==> config.mk <==
export PLATFORM = sky130hd
export DESIGN_NAME = sfcf_framer
export DESIGN_NICKNAME = d
export VERILOG_FILES = /design/src/core/sfcf_cmd_decode.v /design/src/core/sfcf_framer.v
export VERILOG_INCLUDE_DIRS = /design/src /design/src/core
export SDC_FILE = /design/constraint.sdc
export NUM_CORES = 1
export LEC_CHECK = 0
export BUFFER_PORTS_ARGS = -buffer_cell sky130_fd_sc_hd__buf_2
export CORE_MARGIN = 2
export CORE_UTILIZATION = 45
export DETAILED_ROUTE_END_ITERATION = 16
export HOLD_SLACK_MARGIN = 0.05
export PLACE_DENSITY = 0.66
export SLEW_MARGIN = 20
export SYNTH_ARGS = -nofsm -noshare
export SYNTH_HDL_FRONTEND = slang
export SYNTH_SLANG_ARGS = --single-unit
==> constraint.sdc <==
create_clock -name i_clk -period 6.2 [get_ports i_clk]
set_input_delay 0.62 -clock i_clk [delete_from_list [all_inputs] [get_ports i_clk]]
set_output_delay 0.62 -clock i_clk [all_outputs]
set_load 0.02 [all_outputs]
==> src/core/sfcf_regs.vh <==
// Constants for the serial flash command framer: opcodes, widths, states
`ifndef SFCF_REGS_VH
`define SFCF_REGS_VH

// ---------------------------------------------------------------
// Framer states
// ---------------------------------------------------------------
`define SFCF_ST_IDLE      3'h0
`define SFCF_ST_INSTR     3'h1
`define SFCF_ST_ADDR      3'h2
`define SFCF_ST_MODE      3'h3
`define SFCF_ST_HDR       3'h4
`define SFCF_ST_DUMMY     3'h5
`define SFCF_ST_RDATA     3'h6
`define SFCF_ST_WDATA     3'h7

// ---------------------------------------------------------------
// Widths and field positions
// ---------------------------------------------------------------
`define SFCF_W1           3'h1
`define SFCF_W2           3'h2
`define SFCF_W4           3'h4
`define SFCF_BYTE_BITS    4'h8
`define SFCF_ADDR3        3'h3
`define SFCF_ADDR4        3'h4
`define SFCF_ADDR_LEN_BIT 7
`define SFCF_ADDR_LEN_RST 1'h0
`define SFCF_CONT_NIB     4'hA

// ---------------------------------------------------------------
// Always four-byte address opcodes
// ---------------------------------------------------------------
`define SFCF_OP_RD4       8'h13
`define SFCF_OP_QRD4      8'h0C
`define SFCF_OP_DIO4      8'hBC
`define SFCF_OP_QIO4      8'hEC
`define SFCF_OP_DQIO4     8'hEE
`define SFCF_OP_PGW4      8'h12
`define SFCF_OP_SER4      8'h21
`define SFCF_OP_BLK4      8'hDC
`define SFCF_OP_ECC4      8'h18
`define SFCF_OP_DYR4      8'hE0
`define SFCF_OP_DYW4      8'hE1
`define SFCF_OP_PPR4      8'hE2
`define SFCF_OP_PPW4      8'hE3

// ---------------------------------------------------------------
// Opcodes whose address length follows the volatile bit
// ---------------------------------------------------------------
`define SFCF_OP_RD        8'h03
`define SFCF_OP_QRD       8'h0B
`define SFCF_OP_DIO       8'hBB
`define SFCF_OP_QIO       8'hEB
`define SFCF_OP_DQIO      8'hED
`define SFCF_OP_PGW       8'h02
`define SFCF_OP_SER       8'h20
`define SFCF_OP_BLK       8'hD8
`define SFCF_OP_ANYRD     8'h65
`define SFCF_OP_ANYWR     8'h71
`define SFCF_OP_ECHK      8'hD0
`define SFCF_OP_OTPW      8'h42
`define SFCF_OP_ONE_TIME_AREA_READ      8'h4B
`define SFCF_OP_ECC       8'h19
`define SFCF_OP_DYR       8'hFA
`define SFCF_OP_DYW       8'hFB
`define SFCF_OP_PPR       8'hFC
`define SFCF_OP_PPW       8'hFD

// ---------------------------------------------------------------
// Commands still taken while an internal operation runs
// ---------------------------------------------------------------
`define SFCF_OP_STAT1     8'h05
`define SFCF_OP_STAT2     8'h07

`endif

==> src/core/sfcf_cmd_decode.v <==
// Instruction classifier: phase widths, address length and command kind
`timescale 1ns/1ps
`default_nettype none
`include "sfcf_regs.vh"

module sfcf_cmd_decode (
	// Instruction and mode inputs
	input  wire [7:0] i_code,
	input  wire       i_qpi,
	input  wire       i_addr_len,
	// Classification
	output reg  [2:0] o_width,
	output reg  [2:0] o_addr_bytes,
	output reg        o_has_mode,
	output reg        o_is_read,
	output reg        o_use_dummy,
	output reg        o_busy_ok
);

	// ---------------------------------------------------------------
	// Decode table
	// ---------------------------------------------------------------
	// Unknown codes fall through as bare single-width commands
	always @* begin
		o_width      = `SFCF_W1;
		o_addr_bytes = 3'h0;
		o_has_mode   = 1'b0;
		o_is_read    = 1'b0;
		o_use_dummy  = 1'b0;
		o_busy_ok    = 1'b0;
		case (i_code)
			`SFCF_OP_RD4, `SFCF_OP_ECC4, `SFCF_OP_DYR4, `SFCF_OP_PPR4: begin
				o_addr_bytes = `SFCF_ADDR4; // [RL19]
				o_is_read    = 1'b1;
			end
			`SFCF_OP_QRD4: begin
				o_addr_bytes = `SFCF_ADDR4; // [RL19]
				o_is_read    = 1'b1;
				o_use_dummy  = 1'b1;
			end
			`SFCF_OP_DIO4: begin
				o_width      = `SFCF_W2; // [RL3]
				o_addr_bytes = `SFCF_ADDR4; // [RL19]
				o_has_mode   = 1'b1;
				o_is_read    = 1'b1;
				o_use_dummy  = 1'b1;
			end
			`SFCF_OP_QIO4, `SFCF_OP_DQIO4: begin
				o_width      = `SFCF_W4; // [RL3]
				o_addr_bytes = `SFCF_ADDR4; // [RL19]
				o_has_mode   = 1'b1;
				o_is_read    = 1'b1;
				o_use_dummy  = 1'b1;
			end
			`SFCF_OP_PGW4, `SFCF_OP_SER4, `SFCF_OP_BLK4, `SFCF_OP_DYW4, `SFCF_OP_PPW4: begin
				o_addr_bytes = `SFCF_ADDR4; // [RL19]
			end
			`SFCF_OP_RD, `SFCF_OP_ECC, `SFCF_OP_DYR, `SFCF_OP_PPR, `SFCF_OP_ONE_TIME_AREA_READ,
			`SFCF_OP_ANYRD: begin
				o_addr_bytes = i_addr_len ? `SFCF_ADDR4 : `SFCF_ADDR3; // [RL20] [RL22]
				o_is_read    = 1'b1;
			end
			`SFCF_OP_QRD: begin
				o_addr_bytes = i_addr_len ? `SFCF_ADDR4 : `SFCF_ADDR3; // [RL22]
				o_is_read    = 1'b1;
				o_use_dummy  = 1'b1;
			end
			`SFCF_OP_DIO: begin
				o_width      = `SFCF_W2; // [RL3] [RL8]
				o_addr_bytes = i_addr_len ? `SFCF_ADDR4 : `SFCF_ADDR3; // [RL22]
				o_has_mode   = 1'b1;
				o_is_read    = 1'b1;
				o_use_dummy  = 1'b1;
			end
			`SFCF_OP_QIO, `SFCF_OP_DQIO: begin
				o_width      = `SFCF_W4; // [RL3] [RL8]
				o_addr_bytes = i_addr_len ? `SFCF_ADDR4 : `SFCF_ADDR3; // [RL22]
				o_has_mode   = 1'b1;
				o_is_read    = 1'b1;
				o_use_dummy  = 1'b1;
			end
			`SFCF_OP_PGW, `SFCF_OP_SER, `SFCF_OP_BLK, `SFCF_OP_ANYWR, `SFCF_OP_ECHK,
			`SFCF_OP_OTPW, `SFCF_OP_DYW, `SFCF_OP_PPW: begin
				o_addr_bytes = i_addr_len ? `SFCF_ADDR4 : `SFCF_ADDR3; // [RL20] [RL22]
			end
			`SFCF_OP_STAT1, `SFCF_OP_STAT2: begin
				o_is_read    = 1'b1;
				o_busy_ok    = 1'b1; // [RL14]
			end
			default: begin
				o_width      = `SFCF_W1;
			end
		endcase
		// All-quad mode overrides every phase width
		if (i_qpi) begin
			o_width = `SFCF_W4; // [RL4]
		end
	end

endmodule
`default_nettype wire

==> src/core/sfcf_framer.v <==
// Serial flash command framer: pin sampling, phase sequencing, data shifting
//
// Overview of operation
// (RL1) Command opens with one instruction byte
// (RL2) Single width: input on IO0, output on IO1
// (RL3) Dual/quad IO: instruction single, rest wide
// (RL4) All-quad mode: every phase four bits wide
// (RL5) Continuous read starts at address, reuses instruction
// (RL6) Mode bits after address select continuous read
// (RL7) Address is three or four bytes
// (RL8) Instruction code selects later phase widths
// (RL9) Lowest bit on IO0, MSB first
// (RL10) Optional dummy cycles before read data
// (RL11) All fields move in whole bytes
// (RL12) Address arrives most significant byte first
// (RL13) Data address increments per byte
// (RL14) Busy: ignore array reads, allow few
// (RL15) Host polls busy flag before commands
// (RL16) Host drives select/clock; device drives read
// (RL17) Select low frames command; high ends it
// (RL18) Flag commands ending off byte boundary
// (RL19) Listed opcodes always take four address bytes
// (RL20) Length bit set forces four-byte legacy commands
// (RL21) Reload length bit from nonvolatile at reset
// (RL22) Length bit switches listed opcodes three/four
// (RL23) Abandon partial header when select rises
`timescale 1ns/1ps
`default_nettype none
`include "sfcf_regs.vh"

module sfcf_framer (
	// Clock and reset
	input  wire        i_clk,
	input  wire        i_rst,
	// Flash pins (sampled from outside the clock domain)
	input  wire        i_sck,
	input  wire        i_cs_n,
	input  wire [3:0]  i_io,
	output reg  [3:0]  o_io_out,
	output reg  [3:0]  o_io_oe,
	// Configuration and status from the device core
	input  wire        i_all_quad_mode,
	input  wire        i_addr_len_nv,
	input  wire        i_soft_reset,
	input  wire        i_addr_len_wr,
	input  wire        i_addr_len_wdata,
	input  wire        i_write_in_progress_flag,
	input  wire [4:0]  i_dummy_cycles,
	input  wire [7:0]  i_rd_data,
	// Decoded command towards the device core
	output reg         o_cmd_valid,
	output reg  [7:0]  o_cmd_code,
	output reg  [31:0] o_cmd_addr,
	output reg         o_cmd_end,
	output reg         o_cmd_bad,
	output reg  [31:0] o_data_addr,
	output reg  [7:0]  o_wr_data,
	output reg         o_wr_valid,
	output reg         o_cont_read,
	output reg         o_addr_len,
	output reg         o_busy_reject
);

	// ---------------------------------------------------------------
	// Pin synchronisers
	// ---------------------------------------------------------------
	wire [5:0] pin_raw = {i_sck, i_cs_n, i_io};
	reg  [5:0] meta_r;          // First stage, read only by second stage
	reg  [5:0] sync_r;          // Second stage, safe to use
	genvar g;
	generate
		for (g = 0; g < 6; g = g + 1) begin : g_sync
			// Two flops per pin; select idles high so it resets high
			always @(posedge i_clk or posedge i_rst) begin
				if (i_rst) begin
					meta_r[g] <= (g == 4) ? 1'b1 : 1'b0;
					sync_r[g] <= (g == 4) ? 1'b1 : 1'b0;
				end else begin
					meta_r[g] <= pin_raw[g];
					sync_r[g] <= meta_r[g];
				end
			end
		end
	endgenerate

	wire       sck_s  = sync_r[5];
	wire       cs_s   = sync_r[4];
	wire [3:0] io_s   = sync_r[3:0];
	reg        sck_d_r;         // Previous clock level for edge finding
	wire       sck_rise = sck_s & ~sck_d_r;
	wire       sck_fall = ~sck_s & sck_d_r;

	// ---------------------------------------------------------------
	// Framer state
	// ---------------------------------------------------------------
	reg [2:0]  state_r;         // Current phase
	reg [7:0]  code_r;          // Instruction of the running command
	reg [7:0]  sr_r;            // Input shift register
	reg [2:0]  bitcnt_r;        // Bits gathered in the current byte
	reg [2:0]  bytecnt_r;       // Address bytes gathered
	reg [31:0] addr_r;          // Address being assembled
	reg [4:0]  dcnt_r;          // Dummy cycles seen
	reg [7:0]  out_sr_r;        // Output shift register
	reg [3:0]  ocnt_r;          // Bits presented from out_sr_r
	reg        drive_r;         // Device owns the data lines
	reg        len_load_r;      // Pending reload of the length bit
	reg        hdr_seen_r;      // Header finished in this frame

	// ---------------------------------------------------------------
	// Decoder
	// ---------------------------------------------------------------
	wire [2:0] dec_width;
	wire [2:0] dec_abytes;
	wire       dec_mode;
	wire       dec_read;
	wire       dec_dummy;
	wire       dec_busy_ok;

	sfcf_cmd_decode u_dec (
		.i_code       (code_r),
		.i_qpi        (i_all_quad_mode),
		.i_addr_len   (o_addr_len),
		.o_width      (dec_width),
		.o_addr_bytes (dec_abytes),
		.o_has_mode   (dec_mode),
		.o_is_read    (dec_read),
		.o_use_dummy  (dec_dummy),
		.o_busy_ok    (dec_busy_ok)
	);

	// Instruction width is one bit except in all-quad mode
	wire [2:0] iw = i_all_quad_mode ? `SFCF_W4 : `SFCF_W1; // [RL3] [RL4]
	// Width of the phase now being received
	wire [2:0] pw = (state_r == `SFCF_ST_INSTR) ? iw : dec_width; // [RL8]

	// Shift in one group; IO0 carries the least significant bit
	reg [7:0] shifted;
	always @* begin
		case (pw)
			`SFCF_W2: shifted = {sr_r[5:0], io_s[1:0]}; // [RL9]
			`SFCF_W4: shifted = {sr_r[3:0], io_s[3:0]}; // [RL9]
			default:  shifted = {sr_r[6:0], io_s[0]};   // [RL2]
		endcase
	end

	wire [3:0] bits_next = {1'b0, bitcnt_r} + {1'b0, pw};
	wire       byte_done = (bits_next == `SFCF_BYTE_BITS); // [RL11]
	wire [31:0] addr_full = {addr_r[23:0], shifted}; // [RL12]

	// ---------------------------------------------------------------
	// Address length bit
	// ---------------------------------------------------------------
	// Reset only arms a reload; the strap is caught after release
	always @(posedge i_clk or posedge i_rst) begin
		if (i_rst) begin
			len_load_r <= 1'b1;
			o_addr_len <= `SFCF_ADDR_LEN_RST;
		end else begin
			len_load_r <= i_soft_reset;
			if (len_load_r) begin
				o_addr_len <= i_addr_len_nv; // [RL21]
			end else if (i_addr_len_wr) begin
				o_addr_len <= i_addr_len_wdata;
			end
		end
	end

	// ---------------------------------------------------------------
	// Phase sequencer
	// ---------------------------------------------------------------
	// Input side acts on clock rises, output side on clock falls
	always @(posedge i_clk or posedge i_rst) begin
		if (i_rst) begin
			sck_d_r       <= 1'b0;
			state_r       <= `SFCF_ST_IDLE;
			code_r        <= 8'h00;
			sr_r          <= 8'h00;
			bitcnt_r      <= 3'h0;
			bytecnt_r     <= 3'h0;
			addr_r        <= 32'h0000_0000;
			dcnt_r        <= 5'h00;
			out_sr_r      <= 8'h00;
			ocnt_r        <= 4'h0;
			drive_r       <= 1'b0;
			hdr_seen_r    <= 1'b0;
			o_cmd_valid   <= 1'b0;
			o_cmd_code    <= 8'h00;
			o_cmd_addr    <= 32'h0000_0000;
			o_cmd_end     <= 1'b0;
			o_cmd_bad     <= 1'b0;
			o_data_addr   <= 32'h0000_0000;
			o_wr_data     <= 8'h00;
			o_wr_valid    <= 1'b0;
			o_cont_read   <= 1'b0;
			o_busy_reject <= 1'b0;
		end else begin
			sck_d_r     <= sck_s;
			o_cmd_valid <= 1'b0;
			o_cmd_end   <= 1'b0;
			o_wr_valid  <= 1'b0;
			if (cs_s) begin
				// Select high ends any frame in progress
				if (state_r != `SFCF_ST_IDLE) begin
					o_cmd_end <= 1'b1; // [RL17]
					// Partial header or broken byte: core must discard
					o_cmd_bad <= ~hdr_seen_r | (bitcnt_r != 3'h0); // [RL18] [RL23]
				end
				state_r <= `SFCF_ST_IDLE;
				drive_r <= 1'b0;
			end else begin
				case (state_r)
					`SFCF_ST_IDLE: begin
						// Select low opens a frame
						bitcnt_r      <= 3'h0;
						bytecnt_r     <= 3'h0;
						addr_r        <= 32'h0000_0000;
						dcnt_r        <= 5'h00;
						ocnt_r        <= 4'h0;
						hdr_seen_r    <= 1'b0;
						o_cmd_bad     <= 1'b0;
						o_busy_reject <= 1'b0;
						if (o_cont_read) begin
							state_r <= `SFCF_ST_ADDR; // [RL5]
						end else begin
							state_r <= `SFCF_ST_INSTR; // [RL1]
						end
					end
					`SFCF_ST_INSTR: begin
						if (sck_rise) begin
							sr_r     <= shifted;
							bitcnt_r <= bits_next[2:0];
							if (byte_done) begin
								code_r <= shifted; // [RL1]
								state_r <= `SFCF_ST_ADDR;
							end
						end
					end
					`SFCF_ST_ADDR: begin
						// Zero-length address goes straight on
						if (dec_abytes == 3'h0) begin
							state_r <= `SFCF_ST_HDR;
						end else if (sck_rise) begin
							sr_r     <= shifted;
							bitcnt_r <= bits_next[2:0];
							if (byte_done) begin
								addr_r    <= addr_full; // [RL12]
								bytecnt_r <= bytecnt_r + 3'h1;
								if (bytecnt_r + 3'h1 == dec_abytes) begin // [RL7]
									state_r <= dec_mode ? `SFCF_ST_MODE : `SFCF_ST_HDR;
								end
							end
						end
					end
					`SFCF_ST_MODE: begin
						if (sck_rise) begin
							sr_r     <= shifted;
							bitcnt_r <= bits_next[2:0];
							if (byte_done) begin
								// Mode nibble decides whether the next frame skips its opcode
								o_cont_read <= (shifted[7:4] == `SFCF_CONT_NIB); // [RL6]
								state_r     <= `SFCF_ST_HDR;
							end
						end
					end
					`SFCF_ST_HDR: begin
						// One clock between the last header rise and the next fall
						hdr_seen_r  <= 1'b1;
						if (i_write_in_progress_flag && !dec_busy_ok) begin
							// Busy: swallow the frame, leave the running operation alone
							o_busy_reject <= 1'b1; // [RL14]
							o_cont_read   <= 1'b0;
							state_r       <= `SFCF_ST_WDATA;
						end else begin
							// Address only moves for accepted commands
							o_data_addr <= addr_r;
							o_cmd_valid <= 1'b1;
							o_cmd_code  <= code_r;
							o_cmd_addr  <= addr_r;
							if (!dec_read) begin
								state_r <= `SFCF_ST_WDATA;
							end else if (dec_dummy && i_dummy_cycles != 5'h00) begin
								state_r <= `SFCF_ST_DUMMY; // [RL10]
							end else begin
								state_r <= `SFCF_ST_RDATA;
							end
						end
					end
					`SFCF_ST_DUMMY: begin
						if (sck_rise) begin
							dcnt_r <= dcnt_r + 5'h01;
							if (dcnt_r + 5'h01 == i_dummy_cycles) begin
								state_r <= `SFCF_ST_RDATA; // [RL10]
							end
						end
					end
					`SFCF_ST_RDATA: begin
						// New bits go out on falls so they settle before the host samples
						if (sck_fall) begin
							drive_r <= 1'b1; // [RL16]
							if (ocnt_r == 4'h0 || ocnt_r == `SFCF_BYTE_BITS) begin
								out_sr_r    <= i_rd_data;
								ocnt_r      <= {1'b0, dec_width};
								o_data_addr <= o_data_addr + 32'h0000_0001; // [RL13]
							end else begin
								out_sr_r <= out_sr_r << dec_width; // [RL9]
								ocnt_r   <= ocnt_r + {1'b0, dec_width};
							end
						end
					end
					`SFCF_ST_WDATA: begin
						// Incoming data bytes; rejected frames shift but never report
						if (sck_rise) begin
							sr_r     <= shifted;
							bitcnt_r <= bits_next[2:0];
							if (byte_done && !o_busy_reject) begin
								o_wr_data  <= shifted; // [RL11]
								o_wr_valid <= 1'b1;
								dcnt_r     <= 5'h01; // Idle in write frames; marks a byte taken
							end
							if (byte_done && hdr_seen_r && !o_busy_reject && dcnt_r != 5'h00) begin
								o_data_addr <= o_data_addr + 32'h0000_0001; // [RL13]
							end
						end
					end
					default: begin
						state_r <= `SFCF_ST_IDLE;
					end
				endcase
			end
		end
	end

	// ---------------------------------------------------------------
	// Pin drivers
	// ---------------------------------------------------------------
	// Registered so every pin output comes straight from a flop
	always @(posedge i_clk or posedge i_rst) begin
		if (i_rst) begin
			o_io_out <= 4'h0;
			o_io_oe  <= 4'h0;
		end else if (!drive_r || cs_s) begin
			o_io_out <= 4'h0;
			o_io_oe  <= 4'h0; // [RL16]
		end else begin
			case (dec_width)
				`SFCF_W4: begin
					o_io_out <= out_sr_r[7:4]; // [RL9]
					o_io_oe  <= 4'hF;
				end
				`SFCF_W2: begin
					o_io_out <= {2'h0, out_sr_r[7:6]}; // [RL9]
					o_io_oe  <= 4'h3;
				end
				default: begin
					o_io_out <= {2'h0, out_sr_r[7], 1'b0}; // [RL2]
					o_io_oe  <= 4'h2;
				end
			endcase
		end
	end

endmodule
`default_nettype wire

# [Word level (Yosys, flattened, before mapping)]
# Index checks and enable logic that the tools add are counted.
# W data, S select, Z words.
[word_totals] ff_bits=185 latchBits=0 mem_bits_rw=0 romBits=0 inputBits=27 out_inout_bits=95 wordCells=264 n_memories=0
[op_classes] addsub=5 multipliers=0 div=0 order_cmp=0 eq_ne=72 shifts=1 muxes=84 bitwise=8 reduce_logical=56
[op_table] op="$mux W32" n=8
[op_table] op="$eq A8 B8 Y1 const B" n=17
[op_table] op="$pmux W32 S3" n=1
[op_table] op="$pmux W32 S2" n=1
[op_table] op="$mux W3" n=21
[op_table] op="$add A32 B1 Y32 const B" n=1
[op_table] op="$eq A8 B5 Y1 const B" n=4
[op_table] op="$eq A8 B7 Y1 const B" n=4
[op_table] op="$pmux W8 S2" n=2
[op_table] op="$ne A2 B2 Y1 const B" n=13
[op_table] op="$mux W1" n=25
[op_table] op="$mux W8" n=3
[op_table] op="$pmux W4 S2" n=3
[op_table] op="$reduce_or A20 Y1" n=1
[op_table] op="$eq A3 B3 Y1 const B" n=6
[op_table] op="$ne A3 B3 Y1 const B" n=6
[op_table] op="$pmux W3 S2" n=3
[op_table] op="$pmux W3 S6" n=1
[op_table] op="$reduce_and A3 Y1" n=6
[op_table] op="$reduce_bool A2 Y1" n=9
[op_table] op="$reduce_or A18 Y1" n=1
[op_table] op="$eq A8 B2 Y1 const B" n=2
[op_table] op="$eq A8 B3 Y1 const B" n=2
[op_table] op="$eq A8 B4 Y1 const B" n=2
[op_table] op="41 further kinds" n=84

# [Depth between registers and ports, before layout]
# Gate-level depths: netlist of run 1.
[depth] ltp_word=13 depth_mapped=19 ltp_nobuf=14

# [Hierarchy]
# A second synthesis of run 1 with hierarchy kept.
[unflattened] cells_unflattened=1006 area_unflattened_um2=9524.1
[by_module_without_submodules] module="sfcf_framer" instances=1 cells_per_inst=924 area_per_inst_um2=8973.6 seq_area_each_um2=4558.1
[by_module_without_submodules] module="sfcf_cmd_decode" instances=1 cells_per_inst=82 area_per_inst_um2=550.5 seq_area_each_um2=0.0

# [Worst setup path after synthesis of run 1]
# No wires, ideal clock.
[synth_timing] path_type="register -> register" start="register code_r[1]" end="register addr_r[3]" t_arrival_ps=3761 t_required_ps=6063 setup_slack_ps=2302 path_stages_with_launch=20 n_path_buf=5 period_less_slack_ps=3898 path_cell_list="dfrtp_1 -> buf_4 -> buf_6 -> a21boi_1 -> o2111a_1 -> a21o_1 -> buf_2 -> nor2_2 -> ha_1 -> ha_1 -> nor3b_1 -> and3_1 -> a41oi_1 -> a31oi_2 -> o21ai_1 -> a2111o_1 -> buf_2 -> buf_1 -> nand2_1 -> o31ai_2"
[synth_via] elab_chain_len=11
[synth_rtl] item="from (decl)" line_no="sfcf_framer.v:97" rtl="reg [7:0] code_r;"
[synth_rtl] item="from (signal assigned)" line_no="sfcf_framer.v:233" rtl="code_r <= shifted;"
[synth_rtl] item="parallel branches: the longest is 11 deep, another holds $add A3 B3 Y4"
[synth_rtl] item="to (signal assigned)" line_no="sfcf_framer.v:246" rtl="addr_r <= addr_full;"
[synth_rtl] item="to (decl)" line_no="sfcf_framer.v:101" rtl="reg [31:0] addr_r;"
# Several ways; the timed one is not identified. The select of a mux whose other input is x is not followed.
# A chain may end at the register's enable or synchronous reset.

# [Worst setup path after layout of run 1]
[layout_timing] start="register code_r[5]" end="register o_data_addr[9]"
[layout_via] elab_chain_len=12
[layout_rtl] item="$eq A8 B8 Y1" line_no="sfcf_cmd_decode.v:31" rtl="case (i_code)"
[layout_rtl] item="$reduce_or A4 Y1 (no source line) or $reduce_or A2 Y1 (tied branches)"
[layout_rtl] item="$pmux W3 S2" line_no="sfcf_cmd_decode.v:31"
[layout_rtl] item="$mux W3" line_no="sfcf_cmd_decode.v:95" rtl="if (i_qpi) begin"
[layout_rtl] item="$mux W3" line_no="sfcf_framer.v:134" rtl="wire [2:0] pw = (state_r == `SFCF_ST_INSTR) ? iw : dec_width;"
[layout_rtl] item="$add A3 B3 Y4" line_no="sfcf_framer.v:146" rtl="wire [3:0] bits_next = {1'b0, bitcnt_r} + {1'b0, pw};"
[layout_rtl] item="$eq A4 B4 Y1 (no source line)"
[layout_rtl] item="$logic_and A1 B1 Y1 (3 in series)" line_no="sfcf_framer.v:320" rtl="if (byte_done && hdr_seen_r && !o_busy_reject && dcnt_r != 5'h00) begin"
[layout_rtl] item="$ne A2 B2 Y1 (no source line)"
[layout_rtl] item="$reduce_and A7 Y1 (no source line) (*)"
[layout_rtl] item="to (signal assigned)" line_no="sfcf_framer.v:275" rtl="o_data_addr <= addr_r;"
[layout_rtl] item="to (signal assigned)" line_no="sfcf_framer.v:303" rtl="o_data_addr <= o_data_addr + 32'h0000_0001;"
[layout_rtl] item="to (signal assigned)" line_no="sfcf_framer.v:321" rtl="o_data_addr <= o_data_addr + 32'h0000_0001;"
[layout_rtl] item="to (decl)" line_no="sfcf_framer.v:56" rtl="output reg [31:0] o_data_addr,"
# Mark *: on every way between the ends. The rest lies on a longest branch, timed or not.

==> results of run 1 <==
[flip-flops by register name (all words and copies together), names as in the netlist, 3 cells and up]
name / count
o_wr_data: 8
o_cmd_code: 8
ocnt_r: 3
bytecnt_r: 3
sr_r: 7
o_io_out: 4
o_io_oe: 3
out_sr_r: 8
bitcnt_r: 3
code_r: 8
addr_r: 32
dcnt_r: 5
o_cmd_addr: 32
o_data_addr: 32
meta_r: 6
state_r: 3
io_s: 4
[cell families (layout without fill, tap and decap cells)]
logic type	count (synthesis)	after routing	synth area share, %
adder cells (fa/ha/maj)	11	11	1.604
buffers and inverters	81	187	3.843
multiplexers	52	52	6.345
XOR/XNOR	13	13	1.258
AO/OA/AOI/OAI	275	275	18.63
AND/OR/NAND/NOR	332	332	17.96
flip-flops	182	182	50.36
[synth_stat cells (all sizes together) (12+ instances only)]
master / number / area (µm²)
nand3: 21 / 105.1
and3: 12 / 75.07
buf: 23 / 130.1
a21oi: 97 / 485.5
nand2: 137 / 514.2
mux2: 43 / 484.2
o22ai: 16 / 100.1
dfrtp: 179 / 4479
clkbuf: 37 / 138.9
nor2: 64 / 242.7
o21ai: 83 / 415.4
inv: 20 / 75.07
nor3: 16 / 90.09
[power by group through the flow]
stage | sequential [mW] | combinational (mW) | clock, mW
finish | 1.65 | 1.05 | 1.09
global route | 1.69 | 1.17 | 1.15
CTS | 1.65 | 1.05 | 1.11
detailed placement | 1.68 | 1.05 | 0
global placement | 1.67 | 1.03 | 0
floorplan | 1.76 | 0.605 | 0
[layer usage]
metal  vias up  track usage [%]  part of all wire (%)
li1       3604                -                     -
met1      3607            31.27                    46
met2       226            34.17                    47
met3        27            3.574                   5.5
met4         0            5.735                   1.0
met5         -                0                     0
[critical path, cell delays in order, from the launching register on]
cell,delay [ns]
sky130_fd_sc_hd__dfrtp_1,0.68
sky130_fd_sc_hd__and4b_1,0.39
sky130_fd_sc_hd__o2111ai_1,0.25
sky130_fd_sc_hd__nor2b_1,0.60
sky130_fd_sc_hd__nor2_2,0.20
sky130_fd_sc_hd__ha_1,0.26
sky130_fd_sc_hd__ha_1,0.31
sky130_fd_sc_hd__nor3b_1,0.31
sky130_fd_sc_hd__and3_1,0.20
sky130_fd_sc_hd__a41oi_1,0.16
sky130_fd_sc_hd__a31oi_1,0.33
sky130_fd_sc_hd__nor2_1,0.11
sky130_fd_sc_hd__nor2_2,0.55
sky130_fd_sc_hd__buf_4,0.28
sky130_fd_sc_hd__o21ai_0,0.10
sky130_fd_sc_hd__a22o_1,0.26
[layout make-up]
class	instances	share of cell area [%]
sequential	182	43.61
clock buffer	18	4.202
tap	265	3.172
clock inverter	14	1.448
timing repair buffer	134	6.847
multi-input combinational	683	39.90
inverter	21	0.8260
[per-stage QoR]
stage	total power, mW	hold WS (ns)
after floorplan	2.361	0.3312
after global placement	2.699	0.3326
after detailed placement	2.721	0.3378
after CTS	3.808	0.2556
after global routing	4.021	0.2495
final	3.794	0.2718
[worst max-delay path by stage]
stage	start	to	slack, ns
CTS	code_r[5]	addr_r[3]	1.09
global placement	code_r[5]	bytecnt_r[2]	1.24
global route	code_r[2]	o_data_addr[9]	0.60
floorplan	i_rst	addr_r[0]	0.64
detailed placement	code_r[5]	addr_r[3]	1.12
finish	code_r[5]	o_data_addr[9]	1.09
[layout by cell type (no fill, tap or decap), drive strengths merged, types with 3 or more instances in the layout]
master   Yosys  final
mux2        43     43
nand3b       3      3
a2bb2oi      5      5
o22ai       16     16
inv         20     29
buf         23    134
nand2b       8      8
nor2b        9      9
ha          10     10
a22oi        6      6
dfstp        3      3
clkinv       1      5
xnor2        7      7
dfrtp      179    179
a21o         4      4
o2bb2ai      3      3
and4         5      5
a21oi       97     97
o21ai       83     83
nand4        9      9
clkbuf      37     18
and3        12     12
or3          5      5
nor3b        5      5
a22o        10     10
or2          3      3
mux2i        9      9
o31ai       11     11
xor2         6      6
nor3        16     16
nand3       21     21
nor2        64     64
nand2      137    137
a31oi       11     11
nor4        11     11
and2         7      7
a211oi       4      4
nor4b        5      5
==> insert_results.sql, run 1 <==
INSERT INTO impl_metrics (metric_group, metric, value, unit) VALUES
('final_layout', 'syn2layout_area_growth', '15.48', '%'),
('clock_network', 'clock_sink_count', '182', ''),
('synthesis', 'synth.yosys.warnings', '0', ''),
('sta', 'relSlewSlack', '34.05', '%'),
('sta', 'final.min_clock_period', '5.112', 'ns'),
('die', 'floorplan.die.height', '145.8', 'µm'),
('placement', 'total_half_perimeter_wirelength_after_legalization_and_detailed_placement', '15470', 'µm'),
('final_layout', 'layout_utilization', '53.36', '%'),
('detailed_routing', 'wl_per_cell', '17.00', 'µm'),
('sta', 'rsz0062_at_grt', 'no', ''),
('die', 'floorplan.initialDensity', '46.20', '%'),
('die', 'row_count', '51', ''),
('power_and_ir_drop', 'power_frac_seq', '43.6', '%'),
('global_route', 'global_route.overflow_total', '0', ''),
('min_path', 'whs_endpoint', 'len_load_r', ''),
('worst_setup_path', 'flop2flop_setup_slack', '1.09', 'ns'),
('outcome', 'run_status', 'finished clean', ''),
('synthesis', 'postSynthNetCount', '984', ''),
('clock_network', 'cts_buffer_count', '17', ''),
('die', 'io_pins', '122', ''),
('synthesis', 'synth_enable_flop_cells', '0', ''),
('detailed_routing', 'finalWirelength', '22390', 'µm'),
('final_layout', 'finalNetCount', '1077', ''),
('worst_setup_path', 'critPathKind', 'flop to flop', ''),
('power_and_ir_drop', 'power.net_switching', '1.448', 'mW'),
('worst_setup_path', 'worst_r2r_path_depth', '15', ''),
('worst_setup_path', 'worstReg2RegStart', 'code_r[5]', ''),
('detailed_routing', 'drc', '0', ''),
('placement', 'io_buffer_count', '121', ''),
('final_layout', 'multi_input_gate_area_in_the_final_layout', '0.004170', 'mm²'),
('placement', 'place_inst', '1284', ''),
('detailed_routing', 'final_antenna_net_count', '0', ''),
('final_layout', 'sequential_cell_area', '0.004558', 'mm²'),
('synthesis', 'unique_cell_type_count_in_the_yosys_netlist', '77', ''),
('synthesis', 'synth_area_per_cell', '9.568', 'µm²'),
('final_layout', 'fillerInstances', '1777', ''),
('sta', 'worst_pin_slew', '0.9892', 'ns'),
('placement', 'post_place_worst_slack', '1.116', 'ns'),
('global_route', 'grt_util_all_layers', '21.70', '%'),
('placement', 'gp_routability_congestion', '0.8380', ''),
('clock_network', 'tritoncts', 'built', ''),
('final_layout', 'design_area', '0.01045', 'mm²'),
('sta', 'final_min_period_over_clock_period', '82.45', '%'),
('power_and_ir_drop', 'internal_power', '2.346', 'mW'),
('sta', 'finalHoldViolCount', '0', ''),
('power_and_ir_drop', 'clock_power_share', '28.6', '%'),
('sta', 'timing.fmax', '0.1956', 'GHz'),
('min_path', 'hold_depth', '1', ''),
('sta', 'fin_ws', '1.088', 'ns'),
('worst_setup_path', 'kind_of_capture_point_of_the_worst_setup_path', 'flop', ''),
('placement', 'postPlaceCellArea', '0.009834', 'mm²'),
('final_layout', 'instances_no_fill', '1317', ''),
('clock_network', 'clkSlewWorstSetupHoldPaths', '0.08', 'ns'),
('power_and_ir_drop', 'static-leakage-power', '4.851', 'nW'),
('detailed_routing', 'firstDrtPassIters', '6', ''),
('sta', 'setup_violations', '0', ''),
('synthesis', 'postSynthCellCount', '946', ''),
('worst_setup_path', 'r2r_end', 'o_data_addr[9]', ''),
('clock_network', 'post_cts.repair.setup_buffers', '0', ''),
('synthesis', 'synth_seq_cells', '182', ''),
('global_route', 'vias_in_the_first_global_route', '7040', ''),
('die', 'dieArea', '0.02126', 'mm²'),
('synthesis', 'yosys_most_used_dff', 'sky130_fd_sc_hd__dfrtp_1', ''),
('die', 'die-width', '145.8', 'µm'),
('sta', 'finalMaxSlewViolations', '0', ''),
('power_and_ir_drop', 'switching_share', '38.16', '%'),
('clock_network', 'cts.root.buffer_cell', 'sky130_fd_sc_hd__clkbuf_16', ''),
('synthesis', 'synth_area', '0.009051', 'mm²'),
('power_and_ir_drop', 'peakVddDrop', '0.0002055', 'V'),
('clock_network', 'cts_hold_buf', '0', ''),
('worst_setup_path', 'timing.critical_path.fanout_max', '17', '');
Power figures use the tool's default switching activity.
==> inputs of run 2 (changes only) <==
==> constraint.sdc (replaced) <==
create_clock -name i_clk -period 5.1 [get_ports i_clk]
set_input_delay 0.51 -clock i_clk [delete_from_list [all_inputs] [get_ports i_clk]]
set_output_delay 0.51 -clock i_clk [all_outputs]
set_load 0.02 [all_outputs]
==> run 2 against run 1 <==
Global-route usage barely moved. Utilization grew 0.33 points. Clock skew increased by 0.0014 ns. Highest routed layer unchanged.
==> insert_results.sql, run 2 (synthesis gave the netlist of run 1 again) <==
INSERT INTO impl_metrics (metric_group, metric, value, unit) VALUES
('worst_setup_path', 'critPathKind', 'flop to flop', ''),
('power_and_ir_drop', 'power.net_switching', '1.740', 'mW'),
('global_route', 'global_route.overflow_total', '0', ''),
('final_layout', 'finalNetCount', '1084', ''),
('detailed_routing', 'top_sig_layer', 'met4', ''),
('detailed_routing', 'finalWirelength', '22680', 'µm'),
('worst_setup_path', 'timing.critical_path.fanout_max', '19', ''),
('power_and_ir_drop', 'power.total', '4.623', 'mW'),
('die', 'io_pins', '122', ''),
('detailed_routing', 'drt-vias-per-instance', '5.651', ''),
('worst_setup_path', 'r2r_end', 'o_data_addr[12]', ''),
('sta', 'worst_pin_slew', '1.100', 'ns'),
('detailed_routing', 'via_count', '7482', ''),
('die', 'design.core.area', '0.01959', 'mm²'),
('power_and_ir_drop', 'static-leakage-power', '4.892', 'nW'),
('power_and_ir_drop', 'peakVddDrop', '0.0002575', 'V'),
('final_layout', 'mostFrequentLayoutCells', 'sky130_fd_sc_hd__dfrtp_1 (179), sky130_fd_sc_hd__nand2_1 (137), sky130_fd_sc_hd__buf_2 (121), sky130_fd_sc_hd__a21oi_1 (97), sky130_fd_sc_hd__nor2_1 (60)', ''),
('placement', 'total_half_perimeter_wirelength_after_legalization_and_detailed_placement', '15490', 'µm'),
('clock_network', 'clkSlewWorstSetupHoldPaths', '0.08', 'ns'),
('sta', 'final_min_period_over_clock_period', '86.71', '%'),
('worst_setup_path', 'timing.critical_path.cells', 'and4b_1, o2111ai_1, nor2b_1, nor2_2, ha_1, ha_1, nor3b_1, and3_1, a41oi_1, a31oi_1, nor2_1, nor2_2, buf_4, a21oi_1, a21oi_1', ''),
('clock_network', 'ctsLongestPathBuffers', '2', ''),
('worst_setup_path', 'worstPathBufferInverterCount', '1', ''),
('power_and_ir_drop', 'clock_power_share', '28.7', '%'),
('detailed_routing', 'firstDrtPassIters', '5', ''),
('clock_network', 'cts_buffer_count', '17', ''),
('clock_network', 'htree_levels', '4', ''),
('power_and_ir_drop', 'internal_power', '2.883', 'mW'),
('global_route', 'vias_in_the_first_global_route', '7056', ''),
('final_layout', 'syn2layout_area_growth', '16.20', '%'),
('sta', 'fin_tns_setup', '0', 'ns'),
('final_layout', 'largest_registers', 'addr_r: 32 flops, o_cmd_addr: 32 flops, o_data_addr: 32 flops', ''),
('die', 'floorplan.die.height', '145.8', 'µm'),
('final_layout', 'post_route_cells_drive_above_1_share', '22.95', '%'),
('worst_setup_path', 'required', '5.46', 'ns'),
('power_and_ir_drop', 'pwr_density_cell', '439.5', 'mW/mm²'),
('worst_setup_path', 'slowest_stage', 'sky130_fd_sc_hd__dfrtp_1', ''),
('final_layout', 'instances_no_fill', '1324', ''),
('final_layout', 'most_common_library_cell_in_the_layout_ignoring_fill_and_taps', 'sky130_fd_sc_hd__dfrtp_1', ''),
('worst_setup_path', 'flop2flop_setup_slack', '0.68', 'ns'),
('die', 'die-width', '145.8', 'µm'),
('die', 'row_count', '51', ''),
('min_path', 'hold_path.class', 'primary input to asynchronous set/reset pin', ''),
('worst_setup_path', 'cp_slowest_stage_delay', '0.67', 'ns'),
('detailed_routing', 'final_antenna_net_count', '0', ''),
('worst_setup_path', 'worst_r2r_path_depth', '15', ''),
('sta', 'finalMaxSlewViolations', '0', ''),
('worst_setup_path', 'setup.worst_path.start_class', 'flop', ''),
('clock_network', 'clock_sink_count', '182', ''),
('detailed_routing', 'wirelength_met1', '10780', 'µm'),
('placement', 'io_buffer_count', '121', ''),
('job', 'timing.max_cap.violations', '0', ''),
('detailed_routing', 'met2_routed_length', '10350', 'µm'),
('clock_network', 'cts_hold_buf', '0', ''),
('clock_network', 'clock_insertion_delay_worst_skew', '0.44', 'ns'),
('sta', 'fin_ws', '0.6780', 'ns'),
('sta', 'relSlewSlack', '26.62', '%'),
('outcome', 'run_status', 'finished clean', ''),
('global_route', 'grt_max_degree', '140', ''),
('clock_network', 'post_cts_resized', '0', ''),
('global_route', 'grt_util_all_layers', '21.70', '%'),
('placement', 'post_place_worst_slack', '0.7689', 'ns'),
('power_and_ir_drop', 'power_frac_seq', '43.8', '%'),
('die', 'floorplan.initialDensity', '46.20', '%'),
('sta', 'setup_violations', '0', ''),
('power_and_ir_drop', 'switching_share', '37.64', '%'),
('sta', 'timing.fmax', '0.2261', 'GHz'),
('worst_setup_path', 'kind_of_capture_point_of_the_worst_setup_path', 'flop', ''),
('worst_setup_path', 'worstReg2RegStart', 'code_r[7]', ''),
('final_layout', 'antenna_fix_cells', '0', ''),
('sta', 'final.min_clock_period', '4.422', 'ns'),
('worst_setup_path', 'timing.critical_path.arrival', '4.78', 'ns'),
('detailed_routing', 'first_iter_violations', '525', ''),
('global_route', 'grt_antenna_before_repair', '0', ''),
('sta', 'worst_clock_skew', '0.01470', 'ns'),
('clock_network', 'post_cts.repair.setup_buffers', '0', ''),
('die', 'dieArea', '0.02126', 'mm²'),
('detailed_routing', 'routed-wl-met3', '1310', 'µm'),
('worst_setup_path', 'cp_top_family', 'simple AND/OR/NAND/NOR gates', ''),
('clock_network', 'tritoncts', 'built', ''),
('detailed_routing', 'drc', '0', ''),
('detailed_routing', 'wl_per_cell', '17.13', 'µm'),
('power_and_ir_drop', 'comb_power_share', '27.4', '%'),
('global_route', 'global_route_wire_length_before_repair', '37290', 'µm'),
('clock_network', 'cts.root.buffer_cell', 'sky130_fd_sc_hd__clkbuf_16', ''),
('sta', 'rsz0062_at_grt', 'no', ''),
('placement', 'place_inst', '1291', ''),
('placement', 'gp_routability_congestion', '0.8873', ''),
('sta', 'finalHoldViolCount', '0', '');
[run 2: cell types whose count changed in the layout (fill, tap and decap cells not counted), sizes merged]
| cell | previous run | this run |
|---|---|---|
| inv | 29 | 24 |
| bufinv | 0 | 1 |
| buf | 134 | 141 |
| clkinv | 5 | 9 |
[run 2: power groups by stage]
stage | clock (mW) | sequential (mW) | combinational, mW
4_1_cts | 1.36 | 2.02 | 1.27
6_report | 1.33 | 2.03 | 1.27
3_5_place_dp | 0 | 2.04 | 1.27
5_1_grt | 1.42 | 2.06 | 1.40
3_3_place_gp | 0 | 2.04 | 1.24
2_1_floorplan | 0 | 2.13 | 0.736
[run 2: routing by layer]
metal / global-route usage, % / vias up
met2: 33.35 / 220
met5: 0 / -
met1: 31.78 / 3633
met4: 5.343 / 0
li1: - / 3608
met3: 4.107 / 21
[run 2: worst max-delay path by stage]
stage	start	to	slack (ns)	cells after the start
2_1_floorplan	code_r[1]	addr_r[3]	1.20	19
3_3_place_gp	state_r[1]	o_data_addr[22]	0.89	14
3_5_place_dp	state_r[1]	o_data_addr[10]	0.77	14
4_1_cts	code_r[7]	o_data_addr[11]	0.74	15
5_1_grt	code_r[7]	o_data_addr[12]	0.26	15
6_report	code_r[7]	o_data_addr[12]	0.68	15
[run 2: through the flow]
step | cell area [µm²] | utilization (%) | hold slack (ns)
after global placement | 9898 | 50.53 | 0.3316
after floorplan | 9055 | - | 0.3312
after detailed placement | 9898 | 50.53 | 0.3347
final | 10520 | 53.69 | 0.05177
after CTS | 10500 | 53.59 | 0.1476
after global routing | 10520 | 53.69 | 0.05824
[run 2: worst reg2reg max path: stages, from the launching register on]
cell	delay, ns
sky130_fd_sc_hd__dfrtp_1	0.67
sky130_fd_sc_hd__and4b_1	0.39
sky130_fd_sc_hd__o2111ai_1	0.23
sky130_fd_sc_hd__nor2b_1	0.25
sky130_fd_sc_hd__nor2_2	0.13
sky130_fd_sc_hd__ha_1	0.23
sky130_fd_sc_hd__ha_1	0.32
sky130_fd_sc_hd__nor3b_1	0.29
sky130_fd_sc_hd__and3_1	0.19
sky130_fd_sc_hd__a41oi_1	0.15
sky130_fd_sc_hd__a31oi_1	0.29
sky130_fd_sc_hd__nor2_1	0.10
sky130_fd_sc_hd__nor2_2	0.53
sky130_fd_sc_hd__buf_4	0.34
sky130_fd_sc_hd__a21oi_1	0.09
sky130_fd_sc_hd__a21oi_1	0.13
[run 2: cell type report]
class	instances	area, µm²
clock inverter	14	160.2
timing repair buffer	141	780.7
sequential	182	4558
inverter	21	82.58
fill	1784	9072
multi-input combinational	683	4165
clock buffer	18	439.2
tap	265	331.6
